File: src/hdl/tbt_defs.vh
// Constants of the 10 Mbps twisted-pair control block
`ifndef TBT_DEFS_VH
`define TBT_DEFS_VH
// ****************************************************************
// Timing
// ****************************************************************
`define TBT_CLK_MHZ      50
`define TBT_BT_NS        100
`define TBT_BT_CYC       ((`TBT_BT_NS * `TBT_CLK_MHZ + 999) / 1000)
`define TBT_HALF_CYC     (`TBT_BT_CYC / 2)
`define TBT_MID_MIN      ((3 * `TBT_BT_CYC + 3) / 4)
`define TBT_EOF_CYC      (2 * `TBT_BT_CYC)
`define TBT_SQE_BT       10
`define TBT_SQE_CYC      (`TBT_SQE_BT * `TBT_BT_CYC)
`define TBT_LP_MS        16
`define TBT_LP_CYC       (`TBT_LP_MS * `TBT_CLK_MHZ * 1000)
`define TBT_RXTO_MS      96
`define TBT_RXTO_CYC     (`TBT_RXTO_MS * `TBT_CLK_MHZ * 1000)
`define TBT_JAB_MS       20
`define TBT_JAB_CYC      (`TBT_JAB_MS * `TBT_CLK_MHZ * 1000)
`define TBT_UNJAB_MS     500
`define TBT_UNJAB_CYC    (`TBT_UNJAB_MS * `TBT_CLK_MHZ * 1000)
`define TBT_LP_INV_CNT   8
`define TBT_EOF_INV_CNT  4
`define TBT_PRE_BYTE     8'h55
`define TBT_SFD_BYTE     8'hd5
// ****************************************************************
// Registers
// ****************************************************************
`define TBT_REG_CTRL     4'h0
`define TBT_REG_STATUS   4'h4
`define TBT_REG_ISTAT    4'h8
`define TBT_REG_IMASK    4'hc
`define TBT_CTRL_RST     32'h00000000
`define TBT_CTRL_MASK    32'h000046a3
`define TBT_CTRL_LOOP    0
`define TBT_CTRL_AN      1
`define TBT_CTRL_PRE     5
`define TBT_CTRL_CRSS    7
`define TBT_CTRL_SQE     9
`define TBT_CTRL_JABD    10
`define TBT_CTRL_LITD    14
`define TBT_STAT_INV     0
`define TBT_STAT_JAB     1
`define TBT_STAT_LINK_A  2
`define TBT_STAT_LINK_B  10
`define TBT_IRQ_W        4
`define TBT_IRQ_UP       0
`define TBT_IRQ_FAIL     1
`define TBT_IRQ_JAB      2
`define TBT_IRQ_POL      3
`endif

File: src/hdl/tbt_ctrl.v
// 10 Mbps twisted-pair transceiver control with Avalon-MM registers
`include "tbt_defs.vh"
`timescale 1ns/1ns
`default_nettype none

module tbt_ctrl #(
  parameter [31:0] LP_CYC    = `TBT_LP_CYC,
  parameter [31:0] RXTO_CYC  = `TBT_RXTO_CYC,
  parameter [31:0] JAB_CYC   = `TBT_JAB_CYC,
  parameter [31:0] UNJAB_CYC = `TBT_UNJAB_CYC
) (
  // Clock and reset
  input  wire        CLK,
  input  wire        RST_N,
  // Avalon-MM slave
  input  wire [3:0]  AVS_ADDRESS,
  input  wire        AVS_READ,
  input  wire        AVS_WRITE,
  input  wire [31:0] AVS_WRITEDATA,
  output wire [31:0] AVS_READDATA,
  output wire        AVS_WAITREQUEST,
  output wire        IRQ,
  // MII side
  output wire        TX_STB,
  input  wire [3:0]  TXD,
  input  wire        TX_EN,
  output wire        RX_STB,
  output wire [3:0]  RXD,
  output wire        RX_DV,
  output wire        CRS,
  output wire        COL,
  output wire        AN_RESTART,
  // Twisted pair
  output wire        TX_POS,
  output wire        TX_NEG,
  input  wire        RECEIVE_PAIR_POSITIVE,
  input  wire        RECEIVE_PAIR_NEGATIVE
);

  localparam [2:0] T_IDLE = 3'b001;
  localparam [2:0] T_DATA = 3'b010;
  localparam [2:0] T_EOF  = 3'b100;
  localparam [3:0] R_RUN  = 4'b0001;
  localparam [3:0] R_T1   = 4'b0010;
  localparam [3:0] R_T2   = 4'b0100;
  localparam [3:0] R_END  = 4'b1000;

  reg  [31:0] ctrl_r;
  reg  [31:0] rdata_r;
  reg         ack_r;
  reg  [3:0]  istat_r;
  reg  [3:0]  imask_r;
  reg  [1:0]  rp_s_r;
  reg  [1:0]  rn_s_r;
  reg  [1:0]  lv_r;
  reg         in_fr_r;
  reg  [7:0]  gap_r;
  reg  [7:0]  pw_r;
  reg         bit_stb_r;
  reg         bit_r;
  reg         eof_r;
  reg         eof_inv_r;
  reg         lp_r;
  reg         lp_inv_r;
  reg  [7:0]  hist_r;
  reg  [1:0]  bcnt_r;
  reg         nph_r;
  reg         align_r;
  reg  [3:0]  rst_r;
  reg  [3:0]  t_pend_r;
  reg  [3:0]  t_part_r;
  reg         t_keep_r;
  reg  [3:0]  rxd_r;
  reg         rx_dv_r;
  reg         crs_r;
  reg         rx_stb_r;
  reg         inv_r;
  reg  [3:0]  lpi_r;
  reg  [2:0]  eofi_r;
  reg  [31:0] sil_r;
  reg         link_r;
  reg  [7:0]  ph_r;
  reg  [1:0]  nb_r;
  reg  [2:0]  tst_r;
  reg  [3:0]  tsh_r;
  reg  [7:0]  tcnt_r;
  reg  [31:0] lpc_r;
  reg         lp_tx_r;
  reg         tx_p_r;
  reg         tx_n_r;
  reg  [7:0]  col_r;
  reg  [31:0] jcnt_r;
  reg  [31:0] ucnt_r;
  reg         jab_r;
  reg         an_r;

  // ****************************************************************
  // Configuration fields
  // ****************************************************************
  wire loop     = ctrl_r[`TBT_CTRL_LOOP];
  wire an_en    = ctrl_r[`TBT_CTRL_AN];
  wire pre_pass = ctrl_r[`TBT_CTRL_PRE];
  wire crs_sync = ctrl_r[`TBT_CTRL_CRSS];
  wire sqe_en   = ctrl_r[`TBT_CTRL_SQE];
  wire jab_dis  = ctrl_r[`TBT_CTRL_JABD];
  wire lit_dis  = ctrl_r[`TBT_CTRL_LITD];

  // ****************************************************************
  // Line receive: three-level detect and Manchester recovery
  // ****************************************************************
  wire rpos = rp_s_r[1] & ~rn_s_r[1];
  wire rneg = rn_s_r[1] & ~rp_s_r[1];
  // Polarity corrected level, bit 0 positive, bit 1 negative
  wire [1:0] lv = inv_r ? {rpos, rneg} : {rneg, rpos};
  wire trans = ((lv == 2'b01) && (lv_r == 2'b10)) || ((lv == 2'b10) && (lv_r == 2'b01));

  always @(posedge CLK or negedge RST_N) begin
    if (!RST_N) begin
      rp_s_r    <= 2'h0;
      rn_s_r    <= 2'h0;
      lv_r      <= 2'h0;
      in_fr_r   <= 1'b0;
      gap_r     <= 8'h00;
      pw_r      <= 8'h00;
      bit_stb_r <= 1'b0;
      bit_r     <= 1'b0;
      eof_r     <= 1'b0;
      eof_inv_r <= 1'b0;
      lp_r      <= 1'b0;
      lp_inv_r  <= 1'b0;
    end else begin
      rp_s_r    <= {rp_s_r[0], RECEIVE_PAIR_POSITIVE};
      rn_s_r    <= {rn_s_r[0], RECEIVE_PAIR_NEGATIVE};
      lv_r      <= lv;
      bit_stb_r <= 1'b0;
      eof_r     <= 1'b0;
      lp_r      <= 1'b0;
      if (!in_fr_r) begin
        if (lv == 2'b00) begin
          pw_r <= 8'h00;
          // Short isolated pulse is a link pulse; long holds are ignored
          if ((lv_r != 2'b00) && (pw_r <= `TBT_EOF_CYC)) begin
            lp_r     <= 1'b1;
            lp_inv_r <= lv_r[1];
          end
        end else begin
          if (pw_r != 8'hff)
            pw_r <= pw_r + 8'h01;
          if (trans) begin
            in_fr_r   <= 1'b1;
            gap_r     <= 8'h00;
            bit_stb_r <= 1'b1;
            bit_r     <= lv[0];
          end
        end
      end else if (trans && (gap_r >= `TBT_MID_MIN)) begin
        // Boundary transitions come too early and are skipped
        gap_r     <= 8'h00;
        bit_stb_r <= 1'b1;
        bit_r     <= lv[0];
      end else if (gap_r >= `TBT_EOF_CYC) begin
        in_fr_r   <= 1'b0;
        eof_r     <= 1'b1;
        eof_inv_r <= lv[1];
        pw_r      <= 8'hff;
      end else begin
        gap_r <= gap_r + 8'h01;
      end
    end
  end

  // ****************************************************************
  // Receive nibble path, preamble handling and dribble bits
  // ****************************************************************
  wire [7:0] nh   = {bit_r, hist_r[7:1]};
  wire [7:0] shl  = hist_r << bcnt_r;
  wire [7:0] padw = {4'hf, hist_r[7:4]} >> (3'h4 - {1'b0, bcnt_r});
  wire       tick;

  always @(posedge CLK or negedge RST_N) begin
    if (!RST_N) begin
      hist_r   <= 8'h00;
      bcnt_r   <= 2'h0;
      nph_r    <= 1'b0;
      align_r  <= 1'b0;
      rst_r    <= R_RUN;
      t_pend_r <= 4'h0;
      t_part_r <= 4'h0;
      t_keep_r <= 1'b0;
      rxd_r    <= 4'h0;
      rx_dv_r  <= 1'b0;
      crs_r    <= 1'b0;
      rx_stb_r <= 1'b0;
    end else begin
      rx_stb_r <= 1'b0;
      if (loop) begin
        rst_r   <= R_RUN;
        align_r <= 1'b0;
        hist_r  <= 8'h00;
        if (tick) begin
          rxd_r    <= TXD;
          rx_dv_r  <= TX_EN & ~jab_r;
          crs_r    <= TX_EN & ~jab_r;
          rx_stb_r <= 1'b1;
        end
      end else begin
        case (rst_r)
          R_RUN: begin
            if (eof_r) begin
              align_r <= 1'b0;
              bcnt_r  <= 2'h0;
              nph_r   <= 1'b0;
              hist_r  <= 8'h00;
              if (rx_dv_r) begin
                rst_r    <= R_T1;
                t_pend_r <= shl[7:4];
                t_part_r <= padw[3:0];
                t_keep_r <= (bcnt_r != 2'h0) & ~nph_r;
                if (!crs_sync)
                  crs_r <= 1'b0;
              end else begin
                crs_r <= 1'b0;
              end
            end else if (bit_stb_r) begin
              hist_r <= nh;
              if (!align_r) begin
                if (nh == `TBT_PRE_BYTE) begin
                  align_r <= 1'b1;
                  bcnt_r  <= 2'h0;
                  nph_r   <= 1'b0;
                end
              end else begin
                bcnt_r <= bcnt_r + 2'h1;
                if (bcnt_r == 2'h3) begin
                  nph_r <= ~nph_r;
                  // Output lags one nibble so SFD can be recognised whole
                  if (rx_dv_r | pre_pass | ((nh == `TBT_SFD_BYTE) & nph_r)) begin
                    rx_dv_r  <= 1'b1;
                    crs_r    <= 1'b1;
                    rxd_r    <= nh[3:0];
                    rx_stb_r <= 1'b1;
                  end
                end
              end
            end
          end
          R_T1: begin
            rxd_r    <= t_pend_r;
            rx_stb_r <= 1'b1;
            rst_r    <= t_keep_r ? R_T2 : R_END;
          end
          R_T2: begin
            rxd_r    <= t_part_r;
            rx_stb_r <= 1'b1;
            rst_r    <= R_END;
          end
          R_END: begin
            rx_dv_r <= 1'b0;
            crs_r   <= 1'b0;
            rst_r   <= R_RUN;
          end
          default: rst_r <= R_RUN;
        endcase
      end
    end
  end

  // ****************************************************************
  // Link integrity and polarity
  // ****************************************************************
  wire act     = lp_r | bit_stb_r;
  wire to_evt  = (sil_r == RXTO_CYC - 32'h1);
  wire up_evt  = lp_r & ~link_r;
  wire fail_ev = to_evt & link_r;
  wire lp_flip = lp_r & lp_inv_r & (lpi_r == `TBT_LP_INV_CNT - 1);
  wire ef_flip = eof_r & eof_inv_r & (eofi_r == `TBT_EOF_INV_CNT - 1);
  wire pol_ev  = ((lp_flip | ef_flip) & ~to_evt) | (to_evt & inv_r);

  always @(posedge CLK or negedge RST_N) begin
    if (!RST_N) begin
      sil_r  <= 32'h0;
      link_r <= 1'b0;
      inv_r  <= 1'b0;
      lpi_r  <= 4'h0;
      eofi_r <= 3'h0;
      an_r   <= 1'b0;
    end else begin
      an_r <= fail_ev & an_en & ~lit_dis;
      if (act)
        sil_r <= 32'h0;
      else if (!to_evt)
        sil_r <= sil_r + 32'h1;
      if (lp_r)
        link_r <= 1'b1;
      else if (to_evt)
        link_r <= 1'b0;
      if (lp_r)
        lpi_r <= (lp_inv_r & ~lp_flip) ? lpi_r + 4'h1 : 4'h0;
      if (eof_r)
        eofi_r <= (eof_inv_r & ~ef_flip) ? eofi_r + 3'h1 : 3'h0;
      if (to_evt) begin
        inv_r  <= 1'b0;
        lpi_r  <= 4'h0;
        eofi_r <= 3'h0;
      end else if (lp_flip | ef_flip) begin
        inv_r <= ~inv_r;
      end
    end
  end

  // ****************************************************************
  // Transmit: bit timing, Manchester, link pulses, heartbeat
  // ****************************************************************
  // Half bit of 2.5 cycles cannot be exact; first half is shorter
  wire bt_en = (ph_r == `TBT_BT_CYC - 1);
  assign tick = bt_en & (nb_r == 2'h3);
  wire tx_ok  = (link_r | lit_dis) & ~jab_r & ~loop;
  wire dbit   = tsh_r[nb_r];
  wire first  = (ph_r < `TBT_HALF_CYC);
  wire dpos   = first ? ~dbit : dbit;
  wire pos_n  = ((tst_r == T_DATA) & dpos) | (tst_r == T_EOF) | lp_tx_r;
  wire neg_n  = (tst_r == T_DATA) & ~dpos;
  wire [31:0] sqe_len = `TBT_SQE_CYC;

  always @(posedge CLK or negedge RST_N) begin
    if (!RST_N) begin
      ph_r    <= 8'h00;
      nb_r    <= 2'h0;
      tst_r   <= T_IDLE;
      tsh_r   <= 4'h0;
      tcnt_r  <= 8'h00;
      lpc_r   <= 32'h0;
      lp_tx_r <= 1'b0;
      tx_p_r  <= 1'b0;
      tx_n_r  <= 1'b0;
      col_r   <= 8'h00;
    end else begin
      ph_r   <= bt_en ? 8'h00 : ph_r + 8'h01;
      nb_r   <= bt_en ? nb_r + 2'h1 : nb_r;
      tx_p_r <= pos_n;
      tx_n_r <= neg_n;
      if (col_r != 8'h00)
        col_r <= col_r - 8'h01;
      if (lp_tx_r) begin
        tcnt_r <= tcnt_r + 8'h01;
        if (tcnt_r == `TBT_BT_CYC - 1)
          lp_tx_r <= 1'b0;
      end
      case (tst_r)
        T_IDLE: begin
          if (tick & TX_EN & tx_ok & ~lp_tx_r) begin
            tst_r <= T_DATA;
            tsh_r <= TXD;
            lpc_r <= 32'h0;
          end else if (lpc_r >= LP_CYC - 32'h1) begin
            lpc_r   <= 32'h0;
            lp_tx_r <= 1'b1;
            tcnt_r  <= 8'h00;
          end else begin
            lpc_r <= lpc_r + 32'h1;
          end
        end
        T_DATA: begin
          if (tick) begin
            if (TX_EN & tx_ok) begin
              tsh_r <= TXD;
            end else begin
              tst_r  <= T_EOF;
              tcnt_r <= 8'h00;
            end
          end
        end
        T_EOF: begin
          tcnt_r <= tcnt_r + 8'h01;
          if (tcnt_r == `TBT_EOF_CYC - 1) begin
            tst_r <= T_IDLE;
            if (sqe_en)
              col_r <= sqe_len[7:0];
          end
        end
        default: tst_r <= T_IDLE;
      endcase
    end
  end

  // ****************************************************************
  // Jabber
  // ****************************************************************
  always @(posedge CLK or negedge RST_N) begin
    if (!RST_N) begin
      jcnt_r <= 32'h0;
      ucnt_r <= 32'h0;
      jab_r  <= 1'b0;
    end else if (jab_dis) begin
      jcnt_r <= 32'h0;
      ucnt_r <= 32'h0;
      jab_r  <= 1'b0;
    end else if (jab_r) begin
      jcnt_r <= 32'h0;
      ucnt_r <= ucnt_r + 32'h1;
      if (ucnt_r >= UNJAB_CYC - 32'h1)
        jab_r <= 1'b0;
    end else if (TX_EN) begin
      ucnt_r <= 32'h0;
      jcnt_r <= jcnt_r + 32'h1;
      if (jcnt_r >= JAB_CYC - 32'h1)
        jab_r <= 1'b1;
    end else begin
      jcnt_r <= 32'h0;
    end
  end

  // ****************************************************************
  // Register slave and interrupt
  // ****************************************************************
  wire req    = AVS_READ | AVS_WRITE;
  wire wr_acc = AVS_WRITE & ack_r;
  wire [3:0] ev;
  assign ev[`TBT_IRQ_UP]   = up_evt;
  assign ev[`TBT_IRQ_FAIL] = fail_ev;
  assign ev[`TBT_IRQ_JAB]  = jab_r ? 1'b0 : (TX_EN & ~jab_dis & (jcnt_r >= JAB_CYC - 32'h1));
  assign ev[`TBT_IRQ_POL]  = pol_ev;

  reg [31:0] status;
  always @* begin
    status = 32'h0;
    status[`TBT_STAT_INV]    = inv_r;
    status[`TBT_STAT_JAB]    = jab_r;
    status[`TBT_STAT_LINK_A] = link_r;
    status[`TBT_STAT_LINK_B] = link_r;
  end

  always @(posedge CLK or negedge RST_N) begin
    if (!RST_N) begin
      ctrl_r  <= `TBT_CTRL_RST;
      rdata_r <= 32'h0;
      ack_r   <= 1'b0;
      istat_r <= 4'h0;
      imask_r <= 4'h0;
    end else begin
      ack_r <= req & ~ack_r;
      if (AVS_READ & ~ack_r) begin
        case (AVS_ADDRESS)
          `TBT_REG_CTRL:   rdata_r <= ctrl_r;
          `TBT_REG_STATUS: rdata_r <= status;
          `TBT_REG_ISTAT:  rdata_r <= {28'h0, istat_r};
          `TBT_REG_IMASK:  rdata_r <= {28'h0, imask_r};
          default:         rdata_r <= 32'h0;
        endcase
      end
      if (wr_acc && (AVS_ADDRESS == `TBT_REG_CTRL))
        ctrl_r <= AVS_WRITEDATA & `TBT_CTRL_MASK;
      if (wr_acc && (AVS_ADDRESS == `TBT_REG_IMASK))
        imask_r <= AVS_WRITEDATA[3:0];
      // Set wins over a same-cycle write-one clear
      if (wr_acc && (AVS_ADDRESS == `TBT_REG_ISTAT))
        istat_r <= (istat_r & ~AVS_WRITEDATA[3:0]) | ev;
      else
        istat_r <= istat_r | ev;
    end
  end

  assign AVS_READDATA    = rdata_r;
  assign AVS_WAITREQUEST = req & ~ack_r;
  assign IRQ             = |(istat_r & imask_r);
  assign TX_STB          = tick;
  assign RX_STB          = rx_stb_r;
  assign RXD             = rxd_r;
  assign RX_DV           = rx_dv_r;
  assign CRS             = crs_r;
  assign COL             = (col_r != 8'h00);
  assign AN_RESTART      = an_r;
  assign TX_POS          = tx_p_r;
  assign TX_NEG          = tx_n_r;

endmodule // tbt_ctrl

`default_nettype wire

File: config.mk
export PLATFORM = sky130hd
export DESIGN_NAME = tbt_ctrl
export DESIGN_NICKNAME = d
export VERILOG_FILES = /design/src/hdl/tbt_ctrl.v
export VERILOG_INCLUDE_DIRS = /design/src /design/src/hdl
export SDC_FILE = /design/constraint.sdc
export NUM_CORES = 1
export LEC_CHECK = 0
export BUFFER_PORTS_ARGS = -buffer_cell sky130_fd_sc_hd__buf_2
export CORE_ASPECT_RATIO = 1.4
export CORE_MARGIN = 2
export CORE_UTILIZATION = 35
export CTS_CLUSTER_SIZE = 16
export DETAILED_ROUTE_END_ITERATION = 6
export GPL_ROUTABILITY_DRIVEN = 0
export PLACE_DENSITY_LB_ADDON = 0.15
export SLEW_MARGIN = 20
export SYNTH_ARGS = -nofsm -noshare
export SYNTH_HDL_FRONTEND = slang
export SYNTH_SLANG_ARGS = --single-unit
File: constraint.sdc
create_clock -name CLK -period 2.2 [get_ports CLK]
set_input_delay 0.44 -clock CLK [delete_from_list [all_inputs] [get_ports CLK]]
set_output_delay 0.44 -clock CLK [all_outputs]
set_load 0.05 [all_outputs]
# Word-level counts from Yosys, hierarchy flattened

Index checks and enable logic that the tools add are counted.

Add/sub/neg operators: 14
Multiply operators: 0
Div/mod/pow operators: 0
$lt $le $gt $ge: 8
Equality and inequality tests: 50
Shift operators: 2
Multiplexer cells: 137
Bitwise logic cells: 63
Reductions and logical operators: 43

Operators with widths:

| operator              | number |
|---|---|
| $mux 32               | 10 |
| $mux 8                | 24 |
| $add 32x1->32 const B | 4 |
| $mux 4                | 18 |
| $ge 32x20->1 const B  | 2 |
| $mux 1                | 63 |
| $pmux 15 s4           | 1 |
| $add 8x1->8 const B   | 4 |
| $eq 32x23->1 const B  | 1 |
| $ge 32x25->1 const B  | 1 |
| $and 1x1->1           | 31 |
| $ne 3x3->1 const B    | 8 |
| $pmux 4 s3            | 2 |
| $pmux 8 s3            | 1 |
| $mux 3                | 7 |
| $reduce_and 7->1      | 3 |
| $not 1->1             | 18 |
| $reduce_bool 2->1     | 9 |
| $eq 8x3->1 const B    | 2 |
| $ne 4x4->1 const B    | 4 |
| $reduce_and 4->1      | 4 |
| $reduce_and 3->1      | 5 |
| $reduce_bool 3->1     | 5 |
| $eq 4x3->1 const B    | 3 |
| 47 further kinds      | 87 |

Flip-flop bits (word level): 284
Latch bits: 0
Memory bits (writable): 0
ROM bits: 0
Bits of input ports: 47
Memories kept: 0

# Logic depth before layout (Yosys ltp)

Gate-level depths: netlist of the first run.

Depth after elaboration: 10
Mapped depth: 9
Depth with buffers taken out: 8

# Least setup slack after synthesis of the first run

No wires, ideal clock.

Path kind: register -> register
From: register ph_r[4]
To: register tsh_r[0]
Data arrival time: 2186 ps
Path slack: -115 ps
Cell stages (with the launch flop): 8
Buffers on the path: 1
Cells stage by stage: dfrtp_1 -> or4_1 -> or3_1 -> buf_6 -> inv_1 -> nand3_1 -> nand2_1 -> o21ai_0

Cells in the longest elaborated chain, start to end: 7

RTL lines:

| element                             | RTL line       | source |
|---|---|---|
| from (decl)                         | tbt_ctrl.v:82  | `reg [7:0] ph_r;` |
| from (signal assigned)              | tbt_ctrl.v:338 | `ph_r <= bt_en ? 8'h00 : ph_r + 8'h01;` |
| $eq 8x3->1 *                        | tbt_ctrl.v:315 | `` wire bt_en = (ph_r == `TBT_BT_CYC - 1); `` |
| $and 1x1->1 *                       | tbt_ctrl.v:316 | `assign tick = bt_en & (nb_r == 2'h3);` |
| named net TX_STB                    | tbt_ctrl.v:24  | `output wire TX_STB,` |
| $and 1x1->1 (3 in a row)            | tbt_ctrl.v:351 | `if (tick & TX_EN & tx_ok & ~lp_tx_r) begin` |
| $ne 2x2->1 (no source line)         | n/a            |  |
| $reduce_and 4->1 (no source line) * | n/a            |  |
| to (signal assigned)                | tbt_ctrl.v:330 | `tsh_r <= 4'h0;` |
| to (signal assigned)                | tbt_ctrl.v:353 | `tsh_r <= TXD;` |
| to (signal assigned)                | tbt_ctrl.v:366 | `tsh_r <= TXD;` |
| to (decl)                           | tbt_ctrl.v:85  | `reg [3:0] tsh_r;` |

The timed path passes the listed nets; every way through them passes the cells marked *.
A chain may end at the register's enable or synchronous reset.

# Final worst setup path of the first run

From: register ph_r[3]
To: output TX_STB

Cells in the longest elaborated chain, start to end: 2

RTL lines:

| element     | RTL line |
|---|---|
| $eq 8x3->1  | tbt_ctrl.v:315 |
| $and 1x1->1 | tbt_ctrl.v:316 |
| to (decl)   | tbt_ctrl.v:24 |

No other way between the ends.

==> summary.md, run 1 <==
| Metric | Value |
|---|---|
| Status | `complete, but fails checks` |
| Violated checks | `negative setup slack` |
| Row count | `84` |
| DP Wirelength | `21.4 mm` |
| N_diodes | `0` |
| Global-route wire length before repair | `52.6 mm` |
| Pleak | `about 7.2 nW` |
| Min-delay worst type | `input port to flip-flop` |
| Startpoint Class | `flip-flop` |
| Ratio of cells with drive above 1 in the final layout | `20.1%` |
| Leading post-synthesis cells by cell area | `dfrtp_1 (49%), nor2_1 (3.2%), o21ai_0 (3.2%), nand2_1 (2.8%), xor2_1 (2.8%)` |
| Most used DFF post-synth | `dfrtp_1` |
| Iter 0 DRT Violations | `about 450` |
| Setup CP Type | `flip-flop to output pin` |
| Vias in the first global route | `10500` |
| R2R depth | `9` |
| Most frequent cell after synthesis | `dfrtp_1` |
| Final WS setup | `-0.318 ns` |
| Synthesis-to-layout area growth | `20.5%` |
| Async set-or-reset flop fraction in the synthesized netlist | `100%` |
| Max-slew violation count | `0` |
| Crit path buf inv count | `2` |
| Post-synth top area cell | `dfrtp_1` |
| Distinct cells, synth | `84` |
| Worst-path clk slew | `0.07 ns` |
| Critical Path RT | `1.76 ns` |
| Die height | `between 200 and 250 um` |
| Core box area | `0.0375 mm^2` |
| I/O Buffers | `46` |
| Max transition margin | `62.2%` |
| Htree depth | `1` |
| Post-synth top area share | `48.5%` |
| Worst path max stage delay | `0.53 ns` |
| Num CTS Buffers | `28` |
| Largest net degree at the start of global routing | `55` |
| Final instance area | `0.0160 mm^2` |
| Post-synth top cells | `dfrtp_1 (258), nor2_1 (115), nand2_1 (101)` |
| CP Cell Sequence | `or4_4 > or3_4 > clkinvlp_4 > buf_8` |
| Final Cycle Share | `114%` |
| DR vias | `10500` |
| RSZ-0062 raised after global routing | `true` |
| Vias per cell | `between 5 and 6` |
| Worst-skew pair later-pin latency | `0.55 ns` |
| Ys Warns | `0` |
| DP Cell Count | `about 1900` |
| CTS tree | `done` |
| Area of the mapped netlist | `about 0.013 mm^2` |
| Worst Hold Launch | `AVS_WRITEDATA[7]` |
| P per Cell Area | `897 mW/mm^2` |
| Final Non-Filler Cells | `about 2000` |
| Reg2reg end | `lpc_r[16]` |
| Minimum clock period after layout | `2.52 ns` |
| Final ANT Viol Nets | `0` |
| Fmax | `397 MHz` |
| Starting Density | `35.5%` |
| Max_cap viols | `0` |
| Post-synthesis sequential area ratio | `48.9%` |
| Hold-critical path endpoint | `ctrl_r[7]` |
| Mapped Cells | `approximately 1300` |
| Max Fanout on Critical Path | `2` |
| Reg2reg setup slack | `0.03 ns` |
| Worst setup EP type | `output pin` |
| Nets | `1531` |
| IO Pins | `93` |
| Pwr Total | `approximately 14 mW` |
| Worst hold slack | `around 0.11 ns` |
| Total Wirelength | `31.0 mm` |
| Total GRT Usage | `15.8%` |
| Final core occ | `42.8%` |
| First-pass DRT Iterations | `6` |
| Initial antenna violation count | `0` |
| DP Area | `0.0145 mm^2` |
| Syn Area/Cell | `9.95 um^2` |
| Clk root buf | `clkbuf_16` |
| Hold path cells | `2` |
| Worst Path Arrival | `2.08 ns` |
| # clock sinks | `260` |
| EDFF count, synth | `0` |
| Fin. Hold Viols | `0` |
| Maximum vdd drop | `547 uV` |
| Delay-heaviest family, CP | `simple AND/OR/NAND/NOR gates` |
| Slowest CP cell | `or4_4` |
| Worst Clk Skew | `0.0136 ns` |
| Drc violations | `0` |
| Clock Tree Buf Depth | `3` |
| Drt wl/cell | `around 16 um` |
| Gr ovfl total | `0` |
| # setup viols final | `1` |
| Total Die Area | `0.0396 mm^2` |
| #FFs+latches synth | `between 200 and 300` |
| Die Width | `roughly 170 um` |
| Worst r2r src | `ph_r[0]` |
| Worst Max-Slew Pin Slew | `0.559 ns` |
-- where the power goes --
part / leakage, nW / switching [mW] / total, mW / internal [mW]
clock: 0.536 / 2.03 / 5.57 / 3.54
sequential: 3.48 / 0.620 / 6.01 / 5.39
combinational: 3.23 / 1.69 / 2.82 / 1.12
-- cells by family after synthesis --
kind of cell | share of synthesized area, %
AND/OR/NAND/NOR | 22.2
buffers and inverters | 3.94
XOR/XNOR | 4.01
adder cells (fa/ha/maj) | 1.97
multiplexers | 4.17
flip-flops | 48.9
AO/OA/AOI/OAI | 14.7
other | 0.0282
-- what timing repair did --
item,in CTS,in global routing
endpoints found under the hold margin,40,0
hold buffers,3,0
setup endpoints to repair,16,35
cloned,1,3
resized for setup,21,36
buffers inserted,6,3
pin swaps,5,11
-- how the worst max path moves through the flow --
| stage | startpoint | to | slack, ns | cells past startpoint |
|---|---|---|---|---|
| floorplan | ph_r[4] | tsh_r[0] | 0.08 | 7 |
| global placement | ph_r[4] | TX_STB | -0.05 | 4 |
| detailed placement | ph_r[4] | TX_STB | -0.06 | 4 |
| CTS | ph_r[3] | TX_STB | -0.35 | 4 |
| global route | ph_r[3] | TX_STB | -0.38 | 4 |
| finish | ph_r[3] | TX_STB | -0.32 | 4 |
-- final cells by class --
type                       instances  area [um^2]
fill                            3582        21500
multi-input combinational        988         6580
sequential                       260         6510
timing repair buffer             145         1110
clock buffer                      37          816
tap                              473          592
clock inverter                    15          288
inverter                          40          154
-- metal layers --
layer	vias up	global-route usage, %	part of all wire, %
met5	-	0	0
met4	0	4.10	1.9
met3	40	2.00	2.8
met2	126	28.1	51
met1	5253	20.0	45
li1	5130	-	-
-- placed cells by master, fill, tap and decap left out, types with 7 or more instances in the layout --
master	netlist	final
or2_2	8	8
xnor2_1	18	18
o21ai_0	86	82
nand2_1	101	96
nand2b_1	15	14
clkbuf_16	0	31
a21oi_1	68	66
o211ai_1	9	9
nor2b_1	9	9
mux4_2	8	8
bufinv_16	0	8
o21a_1	7	7
nor2_1	115	113
nor4b_1	10	9
and3_1	31	31
nor4_1	22	19
a31oi_1	33	32
inv_1	40	36
a211oi_1	11	9
a22o_1	23	23
or3_1	25	24
and2_1	21	21
buf_4	23	87
xor2_1	43	43
dfrtp_1	258	257
nand4_1	47	47
nand3_1	63	58
nor3_1	20	18
ha_1	21	19
and4_1	14	14
buf_2	8	43
conb_1	1	23
mux2_2	24	24
-- state kept, by name, summed over array words and instances, names as in the netlist, 4 cells and up --
name / flops
jcnt_r: 32
lpc_r: 32
sil_r: 32
ucnt_r: 32
AVS_READDATA: 9
col_r: 8
gap_r: 8
ph_r: 8
pw_r: 8
tcnt_r: 8
ctrl_r: 7
hist_r: 7
RXD: 4
imask_r: 4
istat_r: 4
lpi_r: 4
rst_r: 4
t_part_r: 4
t_pend_r: 4
tsh_r: 4
-- per-stage QoR --
step | TNS (ns) | worst slack, ns
2_1_floorplan | 0 | 0.0835
3_3_place_gp | -0.171 | -0.0516
3_5_place_dp | -0.388 | -0.0565
4_1_cts | -0.354 | -0.354
5_1_grt | -0.976 | -0.380
6_report | -0.318 | -0.318
(Power assumes the default switching activity.)
==> run 2, diff against run 1 <==
--- a/config.mk
+++ b/config.mk
@@ -7,12 +7,13 @@
 export NUM_CORES = 1
 export LEC_CHECK = 0
 export BUFFER_PORTS_ARGS = -buffer_cell sky130_fd_sc_hd__buf_2
-export CORE_ASPECT_RATIO = 1.4
+export CAP_MARGIN = 5
 export CORE_MARGIN = 2
 export CORE_UTILIZATION = 35
 export CTS_CLUSTER_SIZE = 16
 export DETAILED_ROUTE_END_ITERATION = 6
 export GPL_ROUTABILITY_DRIVEN = 0
+export HOLD_SLACK_MARGIN = 0.03
 export PLACE_DENSITY_LB_ADDON = 0.15
 export SLEW_MARGIN = 20
 export SYNTH_ARGS = -nofsm -noshare
==> run 2 against run 1 <==
Net effect:
- the run still ends with negative setup slack left
- global-route usage up 1.3 points
- combinational power is 2% lower
- sequential share of layout area is essentially flat
- cell area hardly changed
- clock-buffer cell count up 5
- first-iteration DRC count is 7.8% higher
- sequential power hardly changed
- critical path type unchanged
- cell count grew 2.1%
- worst setup slack better by 0.0050 ns
- total power is 2.3% higher
- clock power up 6.6%
- critical path depth stayed put
==> summary.md, run 2 (synthesis results as in run 1) <==
| Metric | Value |
|---|---|
| Worst Path Arrival | `2.07 ns (was 2.08 ns)` |
| Largest net degree at the start of global routing | `66 (was 55)` |
| Nets | `1528 (was 1531)` |
| P per Cell Area | `917 mW/mm^2 (was 897 mW/mm^2)` |
| Drt wl/cell | `16.2 um (was 15.8 um)` |
| Final WS setup | `-0.313 ns (was -0.318 ns)` |
| DP Wirelength | `22.0 mm (was 21.4 mm)` |
| Synthesis-to-layout area growth | `20.5% (about the same)` |
| Iter 0 DRT Violations | `484 (was 449)` |
| Ratio of cells with drive above 1 in the final layout | `18.8% (was 20.1%)` |
| Final Cycle Share | `114% (about the same)` |
| DP Area | `0.0146 mm^2 (was 0.0145 mm^2)` |
| Final core occ | `42.7% (was 42.8%)` |
| Die Width | `199 um (was 169 um)` |
| Total Die Area | `0.0396 mm^2 (about the same)` |
| IO Pins | `93 (unchanged)` |
| Min-delay worst type | `input port to flip-flop (unchanged)` |
| Global-route wire length before repair | `54.5 mm (was 52.6 mm)` |
| DR vias | `10500 (about the same)` |
| Pwr Total | `14.7 mW (was 14.4 mW)` |
| Worst Max-Slew Pin Slew | `0.668 ns (was 0.559 ns)` |
| CTS tree | `done (unchanged)` |
| # setup viols final | `13 (was 1)` |
| Worst setup EP type | `output pin (unchanged)` |
| Num CTS Buffers | `34 (was 28)` |
| Final instance area | `0.0160 mm^2 (about the same)` |
| Clk root buf | `clkbuf_16 (unchanged)` |
| Core box area | `0.0376 mm^2 (was 0.0375 mm^2)` |
| Max transition margin | `55.2% (was 62.2%)` |
| Max Fanout on Critical Path | `2 (unchanged)` |
| Clock Tree Buf Depth | `3 (unchanged)` |
| Maximum vdd drop | `493 uV (was 547 uV)` |
| Initial antenna violation count | `2 (was 0)` |
| Final ANT Viol Nets | `0 (unchanged)` |
| Worst Clk Skew | `0.0242 ns (was 0.0136 ns)` |
| Vias in the first global route | `10300 (was 10500)` |
| Vias per cell | `5.25 (was 5.39)` |
| Htree depth | `2 (was 1)` |
| First-pass DRT Iterations | `5 (was 6)` |
| Drc violations | `0 (unchanged)` |
| # clock sinks | `260 (unchanged)` |
| Commonest non-fill, non-tap cell in the layout | `dfrtp_1 (unchanged)` |
| Setup CP Type | `flip-flop to output pin (unchanged)` |
| Row count | `71 (was 84)` |
| RSZ-0062 raised after global routing | `true (unchanged)` |
| Gr ovfl total | `0 (unchanged)` |
| Starting Density | `35.4% (was 35.5%)` |
| Minimum clock period after layout | `2.51 ns (was 2.52 ns)` |
| Max-slew violation count | `0 (unchanged)` |
| Worst-path clk slew | `0.06 ns (was 0.07 ns)` |
| Commonest cells after routing, fill and taps aside | `dfrtp_1 (258), nor2_1 (112), nand2_1 (101) (was dfrtp_1 (257), nor2_1 (113), nand2_1 (96))` |
| I/O Buffers | `46 (unchanged)` |
| Pleak | `7.24 nW (about the same)` |
| Max_cap viols | `0 (unchanged)` |
| Total Wirelength | `32.4 mm (was 31.0 mm)` |
| Die height | `199 um (was 235 um)` |
| Startpoint Class | `flip-flop (unchanged)` |
| Violated checks | `negative setup slack (unchanged)` |
| Place WS | `-0.0854 ns (was -0.0565 ns)` |
| Worst-skew pair later-pin latency | `0.54 ns (was 0.55 ns)` |
| Fin. Hold Viols | `0 (unchanged)` |
| Fmax | `398 MHz (was 397 MHz)` |
| Status | `complete, but fails checks (unchanged)` |
| Critical Path RT | `1.76 ns (about the same)` |
| Total GRT Usage | `17.1% (was 15.8%)` |
[run 2: cell types whose count changed in the layout (fill, tap and decap cells not counted), sizes merged]
cell and delta:
bufinv -2, clkinv +3, diode +2, clkinvlp +1, buf -7, inv +3
clkbuf +3
[run 2: power breakdown]
part	total [mW]	internal [mW]	switching, mW
combinational	2.77	1.10	1.67
clock	5.94	3.68	2.25
sequential	6.01	5.39	0.620
[run 2: stage by stage]
step / instances / hold slack (ns) / TNS, ns
after floorplan: 1360 / 0.144 / 0
after global placement: 1921 / 0.340 / -0.852
after detailed placement: 1921 / 0.335 / -0.646
after CTS: 1991 / 0.129 / -0.328
after global routing: 1999 / 0.146 / -1.49
final: 1999 / 0.155 / -0.706
[run 2: cell type report]
class | instances | area, um^2
clock buffer | 42 | 911
inverter | 40 | 154
tap | 511 | 639
multi-input combinational | 988 | 6500
clock inverter | 20 | 284
sequential | 260 | 6510
timing repair buffer | 136 | 1040
antenna | 2 | 5.00
fill | 3630 | 21500
[run 2: repair_timing]
| action | 4_1_cts | 5_1_grt |
|---|---|---|
| gates resized for setup | 15 | 19 |
| pin swaps | 6 | 16 |
| setup endpoints to repair | 18 | 35 |
| gates cloned | 1 | 0 |
| hold buffers | 3 | 0 |
| buffers inserted | 4 | 6 |
| hold endpoints to repair | 37 | 0 |
[run 2: worst max-delay path: stages, from the launching register on]
cell	delay, ns
dfrtp_1	0.39
or4_4	0.52
or3_4	0.37
clkinvlp_4	0.11
buf_12	0.14
[run 2: per-layer routing]
metal  part of all wire, %  up-vias  global-route usage [%]
met5                     0        -                       0
li1                      -     5145                       -
met1                    50     5140                    24.7
met4                   2.4        0                    6.33
met3                   3.5       47                    2.49
met2                    44      155                    26.0
[run 2: worst paths after layout]
kind                            slack, ns              end  cells past startpoint             start
worst max-delay path                -0.31           TX_STB                      4           ph_r[3]
worst min-delay path                 0.15       imask_r[2]                      2  AVS_WRITEDATA[2]
worst max register to register      -0.06           RXD[2]                      7           ph_r[3]
worst min register to register       0.35        rn_s_r[1]                      0         rn_s_r[0]
max in group asynchronous            1.09         tst_r[0]                      3             RST_N
min in group asynchronous            0.39  AVS_READDATA[2]                      2             RST_N
==> run 3, diff against run 2 <==
==> constraint.sdc (replaced) <==
create_clock -name CLK -period 2.75 [get_ports CLK]
set_input_delay 0.55 -clock CLK [delete_from_list [all_inputs] [get_ports CLK]]
set_output_delay 0.55 -clock CLK [all_outputs]
set_load 0.05 [all_outputs]
==> run 3 against run 2 <==
Net effect:
- the run now ends clean
- critical path depth did not move
- wire length fell by 3.6%
- hold slack got worse by 0.051 ns
- critical path type unchanged
- critical endpoint unchanged
==> summary.md, run 3 (synthesis results as in run 1) <==
| Metric | Value |
|---|---|
| Row count | `71 (unchanged)` |
| Hold path cells | `1 (was 2)` |
| Max_cap viols | `0 (unchanged)` |
| CTS tree | `done (unchanged)` |
| Reg2reg setup slack | `0.23 ns (was -0.06 ns)` |
| Clock Tree Buf Depth | `3 (unchanged)` |
| Critical Path RT | `2.20 ns (was 1.76 ns)` |
| Fin. Hold Viols | `0 (unchanged)` |
| Internal power | `7.61 mW (was 10.2 mW)` |
| Synthesis-to-layout area growth | `15.6% (was 20.5%)` |
| Worst-skew pair later-pin latency | `0.56 ns (was 0.54 ns)` |
| Vias per cell | `5.28 (was 5.25)` |
| Grt peak-use layer | `met2 (unchanged)` |
| Hold-critical path endpoint | `rp_s_r[0] (was imask_r[2])` |
| Htree depth | `1 (was 2)` |
| # clock sinks | `260 (unchanged)` |
| Worst Path Arrival | `2.11 ns (was 2.07 ns)` |
| IO Pins | `93 (unchanged)` |
| Largest net degree at the start of global routing | `79 (was 66)` |
| Status | `finished, final reports clean (was complete, but fails checks)` |
| Pleak | `6.89 nW (was 7.24 nW)` |
| Global Route met2 Usage | `25.4% (was 26.0%)` |
| Worst setup EP type | `output pin (unchanged)` |
| Min-delay worst type | `input port to flip-flop (unchanged)` |
| Core box area | `0.0376 mm^2 (unchanged)` |
| Worst-path clk slew | `0.06 ns (about the same)` |
| Setup TNS | `0 ns (was -0.706 ns)` |
| Initial antenna violation count | `4 (was 2)` |
| Total GRT Usage | `16.3% (was 17.1%)` |
| Die height | `199 um (unchanged)` |
| M3 GR Usage | `2.63% (was 2.49%)` |
| Sw power | `3.43 mW (was 4.55 mW)` |
| GR Util met1 | `23.3% (was 24.7%)` |
| Seq pwr share | `43.9% (was 40.8%)` |
| Max-slew violation count | `0 (unchanged)` |
| Power share of the combinational group | `18.3% (was 18.8%)` |
| Fmax | `376 MHz` |
| Total Die Area | `0.0396 mm^2 (unchanged)` |
| DP Wirelength | `21.5 mm (was 22.0 mm)` |
| I/O Buffers | `46 (unchanged)` |
| Worst hold slack | `0.104 ns (was 0.155 ns)` |
| Final Non-Filler Cells | `1951 (was 1999)` |
| Fillers | `3650 (was 3630)` |
| Nets | `1478 (was 1528)` |
| Minimum clock period after layout | `2.66 ns` |
| Worst Clk Skew | `0.0111 ns (was 0.0242 ns)` |
| Reg2reg end | `lpc_r[12] (was RXD[2])` |
| Clock Power Share | `37.8% (was 40.3%)` |
| Ratio of cells with drive above 1 in the final layout | `14.6% (was 18.8%)` |
| Worst Max-Slew Pin Slew | `0.734 ns (was 0.668 ns)` |
| Max Fanout on Critical Path | `5 (was 2)` |
| Total Wirelength | `31.2 mm (was 32.4 mm)` |
| Global-route wire length before repair | `53.0 mm (was 54.5 mm)` |
| Drc violations | `0 (unchanged)` |
| # setup viols final | `0 (was 13)` |
| Drt wl/cell | `16.0 um (was 16.2 um)` |
| Worst Hold Launch | `RECEIVE_PAIR_POSITIVE (was AVS_WRITEDATA[2])` |
| DR vias | `10300 (was 10500)` |
| Die Width | `199 um (unchanged)` |
| R2R depth | `7 (unchanged)` |
| Commonest cells after routing, fill and taps aside | `dfrtp_1 (258), nor2_1 (115), nand2_1 (101) (was dfrtp_1 (258), nor2_1 (112), nand2_1 (101))` |
| Maximum vdd drop | `508 uV (was 493 uV)` |
| Place WS | `-0.0512 ns (was -0.0854 ns)` |
| Setup CP Type | `flip-flop to output pin (unchanged)` |
| Commonest non-fill, non-tap cell in the layout | `dfrtp_1 (unchanged)` |
| Clk root buf | `clkbuf_16 (unchanged)` |
| Switch share | `31.0% (was 30.9%)` |
| RSZ-0062 raised after global routing | `false (was true)` |
| First-pass DRT Iterations | `5 (unchanged)` |
| Num CTS Buffers | `31 (was 34)` |
| Final WS setup | `0.0919 ns (was -0.313 ns)` |
| Starting Density | `35.4% (unchanged)` |
| Startpoint Class | `flip-flop (unchanged)` |
| Iter 0 DRT Violations | `650 (was 484)` |
| Worst r2r src | `nb_r[0] (was ph_r[3])` |
| DP Cell Count | `1885 (was 1921)` |
| Gr ovfl total | `0 (unchanged)` |
| Vias in the first global route | `10200 (was 10300)` |
| Final ANT Viol Nets | `0 (unchanged)` |
| P per Cell Area | `717 mW/mm^2 (was 917 mW/mm^2)` |
| Max transition margin | `51.1% (was 55.2%)` |
| Final Cycle Share | `a little over nine tenths` |
## run 3: power groups by stage
stage,sequential [mW],clock [mW],combinational (mW)
final,4.84,4.17,2.02
after global routing,4.93,4.46,2.30
after CTS,4.84,4.29,2.05
after detailed placement,4.90,0,2.03
after global placement,4.89,0,2.00
after floorplan,4.91,0,1.39
## run 3: layout make-up
cell class	count	area, um^2	share of cell area (%)
multi-input cells	989	6410	41.7
inverters	40	153	0.992
flip-flops and latches	260	6510	42.3
clock inverters	12	145	0.943
clock buffers	46	902	5.86
diodes	5	12.5	0.0813
well taps	511	639	4.16
repair buffers	88	611	3.97
## run 3: layer usage
metal,up-vias,part of all wire [%]
met5,-,0
met4,0,2.2
met3,41,4.1
met2,166,45
li1,5029,-
met1,5065,49
## run 3: how the worst max path moves through the flow
stage | start | to | slack, ns | cells after the start
floorplan | ph_r[4] | tsh_r[0] | 0.44 | 7
global placement | lpc_r[17] | lpc_r[12] | 0.04 | 6
detailed placement | lpc_r[17] | lpc_r[12] | -0.05 | 6
CTS | ph_r[4] | TX_STB | 0.009 | 4
global route | ph_r[4] | TX_STB | 0.02 | 4
finish | ph_r[4] | TX_STB | 0.09 | 4
## run 3: critical path, stage by stage, from the launching register on
cell and delay (ns):
dfrtp_1 0.41, or4_1 0.55, or3_4 0.37, inv_4 0.09, buf_12 0.14
## run 3: what timing repair did
| action | 4_1_cts | 5_1_grt |
|---|---|---|
| hold buffers | 1 | 0 |
| gates resized for setup | 6 | 3 |
| pin swaps | 1 | 2 |
| setup endpoints to repair | 3 | 4 |
| buffers inserted | 0 | 1 |
| gates cloned | 1 | 0 |
| hold endpoints to repair | 23 | 0 |
## run 3: metrics by stage
step                      power (mW)  cell area, um^2  util (%)
after floorplan                 6.30            13400         -
after global placement          6.89            14300      37.9
after detailed placement        6.93            14300      37.9
after CTS                       11.2            15300      40.8
after global routing            11.7            15400      40.9
final                           11.0            15400      40.9
